`config.mk`:
```
export PLATFORM = sky130hd
export DESIGN_NAME = upstream_fec_codeword_framer
export DESIGN_NICKNAME = d
export VERILOG_FILES = /design/src/hw/framer_pkg.sv /design/src/hw/byte_fifo.sv /design/src/hw/upstream_fec_codeword_framer.sv
export SDC_FILE = /design/constraint.sdc
export NUM_CORES = 1
export LEC_CHECK = 0
export BUFFER_PORTS_ARGS = -buffer_cell sky130_fd_sc_hd__buf_4
export CORE_UTILIZATION = 59
export DETAILED_ROUTE_END_ITERATION = 7
export PLACE_DENSITY = 0.84
export SYNTH_ARGS = -nofsm -noshare
export SYNTH_HDL_FRONTEND = slang
export SYNTH_SLANG_ARGS = --single-unit
```
`constraint.sdc`:
```
create_clock -name clk_i -period 7.3 [get_ports clk_i]
set_input_delay 1.46 -clock clk_i [delete_from_list [all_inputs] [get_ports clk_i]]
set_output_delay 1.46 -clock clk_i [all_outputs]
set_load 0.01 [all_outputs]
```
`src/hw/framer_pkg.sv`:
```
package framer_pkg;

    localparam int BYTE_W = 8;
    localparam int CW_W = 8;
    localparam int CAP_W = 16;
    localparam logic [CW_W-1:0] MIN_INFO_BYTES = 8'h10;
    localparam int FIFO_DEPTH = 16;

    typedef enum logic [0:0]
    {
        MODE_FIXED = 1'b0,
        MODE_SHORTENED = 1'b1
    } cw_mode_e;

    // burst setup, captured on start_i
    typedef struct packed
    {
        cw_mode_e mode;
        logic [CW_W-1:0] info_bytes;
        logic [CW_W-1:0] parity_bytes;
        logic [CAP_W-1:0] burst_bytes;
        logic [CAP_W-1:0] grant_bytes;
        logic [CW_W-1:0] guard_bytes;
    } burst_cfg_s;

    // one output byte with its framing marks
    typedef struct packed
    {
        logic [BYTE_W-1:0] data;
        logic fill;
        logic cw_first;
        logic cw_last;
        logic burst_last;
    } out_byte_s;

    localparam int OUT_W = $bits(out_byte_s);

    typedef enum logic [3:0]
    {
        ST_IDLE = 4'b0001,
        ST_DATA = 4'b0010,
        ST_FILL = 4'b0100,
        ST_DONE = 4'b1000
    } frame_state_e;

endpackage : framer_pkg

```
`src/hw/byte_fifo.sv`:
```
`timescale 1ns/1ps
module byte_fifo #(
    parameter int WIDTH = 8,
    parameter int DEPTH = 16
) (
    input wire logic clk_i, // clock
    input wire logic resetn_i, // sync reset, active low
    input wire logic [WIDTH-1:0] in_data_i, // write word
    input wire logic in_valid_i, // write request
    output logic in_ready_o, // not full
    output logic [WIDTH-1:0] out_data_o, // head word
    output logic out_valid_o, // not empty
    input wire logic out_ready_i // read accept
);
    localparam int AW = $clog2(DEPTH);
    logic [WIDTH-1:0] mem_reg [DEPTH];
    logic [AW-1:0] wr_ptr_reg;
    logic [AW-1:0] rd_ptr_reg;
    logic [AW:0] count_reg;
    logic [AW:0] count_next;
    logic not_full_reg;
    logic not_empty_reg;
    logic push;
    logic pop;

    assign push = in_valid_i && in_ready_o;
    assign pop = out_valid_o && out_ready_i;
    assign count_next = (AW+1)'(count_reg + push - pop);
    // flags are registered so both handshake outputs leave flip-flops
    assign in_ready_o = not_full_reg;
    assign out_valid_o = not_empty_reg;
    assign out_data_o = mem_reg[rd_ptr_reg];

    always_ff @(posedge clk_i)
    begin
        if (push)
        begin
            mem_reg[wr_ptr_reg] <= in_data_i;
        end
    end

    always_ff @(posedge clk_i)
    begin
        if (!resetn_i)
        begin
            wr_ptr_reg <= '0;
            rd_ptr_reg <= '0;
            count_reg <= '0;
            not_full_reg <= 1'b1;
            not_empty_reg <= 1'b0;
        end
        else
        begin
            if (push)
            begin
                wr_ptr_reg <= AW'(wr_ptr_reg + 1'b1);
            end
            if (pop)
            begin
                rd_ptr_reg <= AW'(rd_ptr_reg + 1'b1);
            end
            count_reg <= count_next;
            not_empty_reg <= (count_next != '0);
            not_full_reg <= (count_next != (AW+1)'(DEPTH));
        end
    end
endmodule : byte_fifo

```
`src/hw/upstream_fec_codeword_framer.sv`:
```
`timescale 1ns/1ps
module upstream_fec_codeword_framer (
    input wire logic clk_i, // 250 MHz clock
    input wire logic resetn_i, // sync reset, active low
    input wire logic start_i, // one-cycle burst start
    input wire framer_pkg::burst_cfg_s cfg_i, // burst setup
    input wire logic [framer_pkg::BYTE_W-1:0] in_data_i, // burst byte
    input wire logic in_valid_i, // burst byte valid
    output logic in_ready_o, // burst byte taken
    output framer_pkg::out_byte_s out_data_o, // framed byte
    output logic out_valid_o, // framed byte valid
    input wire logic out_ready_i, // encoder accepts
    output logic busy_o, // burst in progress
    output logic done_o // one-cycle burst end
);
    localparam int CAP_W = framer_pkg::CAP_W;
    localparam int CW_W = framer_pkg::CW_W;

    framer_pkg::burst_cfg_s cfg_reg;
    framer_pkg::frame_state_e state_reg;
    logic [CAP_W-1:0] cap_reg;
    logic [CAP_W-1:0] data_left_reg;
    logic [CW_W-1:0] cw_len_reg;
    logic [CW_W-1:0] cw_pos_reg;
    logic in_ready_reg;
    logic busy_reg;
    logic done_reg;
    logic fifo_in_valid;
    logic fifo_in_ready;
    framer_pkg::out_byte_s fifo_in_data;
    logic [framer_pkg::OUT_W-1:0] fifo_out_bits;
    logic [CW_W-1:0] k_eff;
    logic [CAP_W-1:0] overhead;
    logic [CAP_W-1:0] avail;
    logic take;
    logic cw_start;
    logic cw_end;
    logic [framer_pkg::BYTE_W-1:0] hold_data_reg;
    logic hold_valid_reg;
    logic hold_next;
    logic load;
    logic consume;
    logic [CAP_W-1:0] left_after;

    // bytes still usable for information after one codeword's overhead
    function automatic logic [CAP_W-1:0] usable(
        input logic [CAP_W-1:0] cap,
        input logic [CAP_W-1:0] ovh
    );
        usable = (cap > ovh) ? CAP_W'(cap - ovh) : '0;
    endfunction : usable

    // true when a codeword (full, or shortened in that mode) still fits
    function automatic logic fits(
        input logic [CAP_W-1:0] av,
        input logic [CW_W-1:0] k,
        input framer_pkg::cw_mode_e mode
    );
        fits = (av >= CAP_W'(k))
            || (mode == framer_pkg::MODE_SHORTENED
            && av >= CAP_W'(framer_pkg::MIN_INFO_BYTES));
    endfunction : fits

    ////////////////////////////////////////////////////////////////////////
    // fit decisions

    assign k_eff = (cfg_reg.info_bytes < framer_pkg::MIN_INFO_BYTES)
        ? framer_pkg::MIN_INFO_BYTES : cfg_reg.info_bytes;
    assign overhead = CAP_W'(cfg_reg.parity_bytes);
    assign avail = usable(cap_reg, overhead);
    assign cw_start = (cw_pos_reg == '0);
    assign cw_end = (cw_pos_reg == CW_W'(cw_len_reg - 1'b1));
    assign take = fifo_in_valid && fifo_in_ready;

    // grant is identical for contention or not: no region input exists
    // the requester guarantees capacity for a 16-byte short codeword

    ////////////////////////////////////////////////////////////////////////
    // byte generation

    always_comb
    begin
        fifo_in_valid = 1'b0;
        fifo_in_data = '0;
        if ((state_reg == framer_pkg::ST_DATA
                || state_reg == framer_pkg::ST_FILL) && !cw_start)
        begin
            fifo_in_valid = (state_reg == framer_pkg::ST_FILL)
                || (data_left_reg == '0) || hold_valid_reg;
        end
        else if (state_reg == framer_pkg::ST_DATA
                || state_reg == framer_pkg::ST_FILL)
        begin
            fifo_in_valid = (cw_len_reg != '0)
                && ((state_reg == framer_pkg::ST_FILL)
                || (data_left_reg == '0) || hold_valid_reg);
        end
        fifo_in_data.fill = (data_left_reg == '0)
            || (state_reg == framer_pkg::ST_FILL);
        fifo_in_data.data = fifo_in_data.fill ? '0 : hold_data_reg;
        fifo_in_data.cw_first = cw_start;
        fifo_in_data.cw_last = cw_end;
        // last byte of the burst when no further codeword fits
        fifo_in_data.burst_last = cw_end && !fits(
            usable(CAP_W'(cap_reg - cw_len_reg - overhead), overhead),
            k_eff, cfg_reg.mode);
    end

    ////////////////////////////////////////////////////////////////////////
    // input holding byte; ready is a flop, so one byte per two cycles

    assign load = in_valid_i && in_ready_reg;
    assign consume = take && !fifo_in_data.fill;
    assign hold_next = load || (hold_valid_reg && !consume);
    assign left_after = CAP_W'(data_left_reg - CAP_W'(consume));
    assign in_ready_o = in_ready_reg;

    always_ff @(posedge clk_i)
    begin
        if (!resetn_i)
        begin
            in_ready_reg <= 1'b0;
            hold_valid_reg <= 1'b0;
            hold_data_reg <= '0;
        end
        else
        begin
            hold_valid_reg <= hold_next
                && (state_reg != framer_pkg::ST_IDLE);
            if (load)
            begin
                hold_data_reg <= in_data_i;
            end
            // never ask for more bytes than the burst still holds
            in_ready_reg <= (state_reg == framer_pkg::ST_DATA)
                && !hold_next && (left_after != '0);
        end
    end

    ////////////////////////////////////////////////////////////////////////
    // codeword sequencer

    always_ff @(posedge clk_i)
    begin
        if (!resetn_i)
        begin
            state_reg <= framer_pkg::ST_IDLE;
            cfg_reg <= '0;
            cap_reg <= '0;
            data_left_reg <= '0;
            cw_len_reg <= '0;
            cw_pos_reg <= '0;
        end
        else
        begin
            case (state_reg)
            framer_pkg::ST_IDLE:
            begin
                if (start_i)
                begin
                    cfg_reg <= cfg_i;
                    cap_reg <= CAP_W'(cfg_i.grant_bytes - cfg_i.guard_bytes);
                    data_left_reg <= cfg_i.burst_bytes;
                    cw_pos_reg <= '0;
                    cw_len_reg <= '0;
                    state_reg <= framer_pkg::ST_DATA;
                end
            end
            framer_pkg::ST_DATA, framer_pkg::ST_FILL:
            begin
                if (cw_start && cw_len_reg == '0)
                begin
                    // choose next codeword length from remaining capacity
                    if (avail >= CAP_W'(k_eff))
                    begin
                        cw_len_reg <= k_eff;
                    end
                    else if (fits(avail, k_eff, cfg_reg.mode))
                    begin
                        cw_len_reg <= avail[CW_W-1:0];
                    end
                    else
                    begin
                        state_reg <= framer_pkg::ST_DONE;
                    end
                end
                else if (take)
                begin
                    if (!fifo_in_data.fill)
                    begin
                        data_left_reg <= CAP_W'(data_left_reg - 1'b1);
                    end
                    if (cw_end)
                    begin
                        cap_reg <= CAP_W'(cap_reg - cw_len_reg - overhead);
                        cw_pos_reg <= '0;
                        cw_len_reg <= '0;
                        if (data_left_reg <= 16'h0001)
                        begin
                            state_reg <= framer_pkg::ST_FILL;
                        end
                    end
                    else
                    begin
                        cw_pos_reg <= CW_W'(cw_pos_reg + 1'b1);
                    end
                end
            end
            framer_pkg::ST_DONE:
            begin
                state_reg <= framer_pkg::ST_IDLE;
            end
            default:
            begin
                state_reg <= framer_pkg::ST_IDLE;
            end
            endcase
        end
    end

    ////////////////////////////////////////////////////////////////////////
    // status

    always_ff @(posedge clk_i)
    begin
        if (!resetn_i)
        begin
            busy_reg <= 1'b0;
            done_reg <= 1'b0;
        end
        else
        begin
            busy_reg <= (state_reg != framer_pkg::ST_IDLE) || start_i;
            done_reg <= (state_reg == framer_pkg::ST_DONE);
        end
    end

    assign busy_o = busy_reg;
    assign done_o = done_reg;

    ////////////////////////////////////////////////////////////////////////
    // output buffer; its ready stalls the sequencer

    byte_fifo #(
        .WIDTH(framer_pkg::OUT_W),
        .DEPTH(framer_pkg::FIFO_DEPTH)
    ) u_out_fifo (
        .clk_i(clk_i),
        .resetn_i(resetn_i),
        .in_data_i(fifo_in_data),
        .in_valid_i(fifo_in_valid),
        .in_ready_o(fifo_in_ready),
        .out_data_o(fifo_out_bits),
        .out_valid_o(out_valid_o),
        .out_ready_i(out_ready_i)
    );

    assign out_data_o = framer_pkg::out_byte_s'(fifo_out_bits);
endmodule : upstream_fec_codeword_framer

```
==> metrics.yaml <==
finalSetupTns_ns: 0
portBuffers: 85
die_w_um: 160.5
grt_pass1_vias: 10780
synth_seq_area_share_pct: 52.40
synth_area_sq_mm: 0.01482
crit_buf_inv: 2
cts_max_level: 1
cpMaxStageDelayCell: "or4b_4"
ys.flop_type: "edfxtp_1"
cp_cell_sequence: "inv_1 > fa_1 > ha_1 > nor2b_1 > o21ai_0 > nor3b_1 > xnor2_1 > ha_1 > a21o_1 > a21oi_1 > o21ai_0 > o31a_1 > or4b_4 > nor2_4 > or2_1 > ha_1 > nand2b_1 > a211oi_1 > o21ai_0 > nand3_1 > nand4b_1 > a2111oi_2 > buf_4"
io_pins: 86
post-cts-setup-buffer-count: 0
endpoint_kind: "flop"
slew-limit-headroom_pct: 23.76
hold_viol: 0
synth-seq-cells: 292
max_freq_ghz: 0.1623
power.density_mw_per_mm2: 299.4
largest_reg_flops: 192
p_switching_mw: 1.610
rsz0062_at_grt: "false"
coreArea_sq_mm: 0.02446
worst_pin_slew_ns: 1.138
cts_tree: "done"
layout.nets: 1520
drive_above_1_share_pct: 16.81
finClkSkew_ns: 0.01374
swShare_pct: 31.83
wl_per_cell_um: 21.51
timing.max_cap.violations: 0
start_util_pct: 60.60
antenna_found_initial: 0
clk_pin_slew_ns: 0.07
critPathKind: "flop to flop"
place.gp.congestion: 0.8754
worst_skew_pair.late_latency_ns: 0.57
vias_per_cell: 6.263
p_seq_share_pct: 37.4
n_fill_cell: 1696
leakagePower_nw: 6.305
diodes: 0
fin_cells: 1716
vias: 10750
synth-warning-count: 0
route.detailed.drc: 0
slew_viol_final: 0
setup_slack_ns: 1.139
die_h_um: 160.5
cts_sinks: 292
hold-worst-slack_ns: 0.4555
synth.distinct_cells: 72
routed_wl_um: 36920
ctsRootBufferMaster: "clkbuf_16"
cts-resized-gates: 0
first_iter_violations: 988
fp-row-count: 57
r2r_setup_slack_ns: 1.14
synth_area_per_cell_sq_um: 11.55
dp.cells: 1662
syn_to_final_growth_pct: 13.95
cp.arrival_ns: 6.56
synth-edff-count: 192
grt_usage_pct: 29.19
dpl_worst_slack_ns: 1.285
grt_first_pass_wirelength_um: 58160
grt-ovfl-total: 0
timing.final.crit_period_ns: 6.161
grt_max_degree: 50
numCtsBuffers: 29
dieArea_sq_mm: 0.02576
min_period_over_period_pct: 84.39
status: "complete, no violations"
startpoint_type: "flop"
power_frac_clock_pct: 31.7
syn-num-nets: 1434
min_path_type: "flop to flop"
ant_nets: 0
cts_hold_buf: 0
p_int_mw: 3.448
synthArstFlopShare_pct: 0
path_max_fanout: 16
syn_inst: 1283
setup_viol: 0
clock_path_buffers: 3
irDropWorstVdd_mv: 0.1985
cp_slowest_stage_delay_ns: 0.55
drt_pass1_iterations: 8
place_hpwl_um: 23960
required_ns: 7.70
path_delay_family: "simple AND/OR/NAND/NOR gates"
pwr-share-comb_pct: 31.0
## cell usage after synthesis, drive strengths merged (4+ instances only)
master	instances	area, sq um
clkbuf	39	146.4
a21oi	84	420.4
fa	12	240.2
dfxtp	100	2002
nor4b	4	35.03
o31a	5	45.04
nand2	122	457.9
or3	13	81.33
or4	4	30.03
nor2	109	416.7
a211oi	12	90.09
and3	7	43.79
nor4	13	100.1
edfxtp	192	5766
nor3b	4	30.03
nand3	32	160.2
and2	18	115.1
nand2b	20	125.1
nand4	11	68.82
mux4	60	1351
a21boi	5	37.54
nor2b	18	112.6
inv	60	225.2
a22oi	10	75.07
o211ai	6	45.04
buf	17	72.57
o21ai	63	315.3
a21o	9	67.56
xor2	28	245.2
mux2i	4	40.04
o21a	6	45.04
xnor2	32	280.3
nor3	40	200.2
o31ai	6	45.04
ha	69	863.3
## per-layer routing
| metal | global-route usage (%) | share of wire (%) |
|---|---|---|
| met5 | 0 | 0 |
| met1 | 35.99 | 38 |
| met2 | 52.81 | 52 |
| met4 | 9.827 | 3.2 |
| met3 | 3.719 | 6.6 |
## cells by family after synthesis
kind of cell,Yosys count,share of synthesized area (%)
and+or+nand+nor,428,14.08
DFF,292,52.40
AOI/OAI and AO/OA,240,10.05
buffers and inverters,117,3.022
adders and majority gates,81,7.444
muxes,65,9.462
xor gates and xnor gates,60,3.545
## placed cells by master, fill, tap and decap left out, types with 28 or more instances in the layout
cell and instances:
a21oi_1 84, clkbuf_16 29, nor2_1 108, o21ai_0 61, edfxtp_1 192, dfxtp_1 98, xor2_1 28, mux4_2 60
buf_4 111, ha_1 69, nor3_1 36, xnor2_1 32, inv_1 60, nand2_1 122, nand3_1 32
## power groups by stage
stage               sequential [mW]  clock, mW  combinational, mW
floorplan                      1.87          0               1.21
global placement               1.92          0               1.48
detailed placement             1.93          0               1.53
CTS                            1.89       1.62               1.55
global route                   1.90       1.68               1.74
finish                         1.89       1.60               1.57
## metrics by stage
stage               power, mW  util, %  area [sq um]
detailed placement      3.458    64.90         15880
floorplan               3.075        -         14820
global route            5.315    69.06         16890
finish                  5.058    69.06         16890
global placement        3.406    64.90         15880
CTS                     5.059    69.06         16890
## worst reg2reg max path, stage by stage (launching register included)
cell	delay, ns
dfxtp_1	0.52
inv_1	0.13
fa_1	0.46
ha_1	0.36
nor2b_1	0.16
o21ai_0	0.27
nor3b_1	0.35
xnor2_1	0.19
ha_1	0.31
a21o_1	0.19
a21oi_1	0.12
o21ai_0	0.16
o31a_1	0.15
or4b_4	0.55
nor2_4	0.22
or2_1	0.14
ha_1	0.22
nand2b_1	0.13
a211oi_1	0.26
o21ai_0	0.16
nand3_1	0.11
nand4b_1	0.12
a2111oi_2	0.44
buf_4	0.28
## worst paths after layout
check / from / end / cells after the start
max: cw_len_reg[2] / u_out_fifo.mem_reg[1][0] / 23
min: cfg_reg[44] / cfg_reg[44] / 2
max reg2reg: cw_len_reg[2] / u_out_fifo.mem_reg[1][0] / 23
min reg2reg: cfg_reg[44] / cfg_reg[44] / 2
## layout make-up
class / count / area (sq um) / share of cell area (%)
Sequential cell: 292 / 7772 / 46.01
Multi-Input combinational cell: 874 / 6635 / 39.28
Timing Repair Buffer: 111 / 833.3 / 4.933
Clock buffer: 36 / 762.0 / 4.511
Tap cell: 324 / 405.4 / 2.400
Clock inverter: 18 / 255.2 / 1.511
Inverter: 61 / 229.0 / 1.355
(Power assumes the default switching activity.)
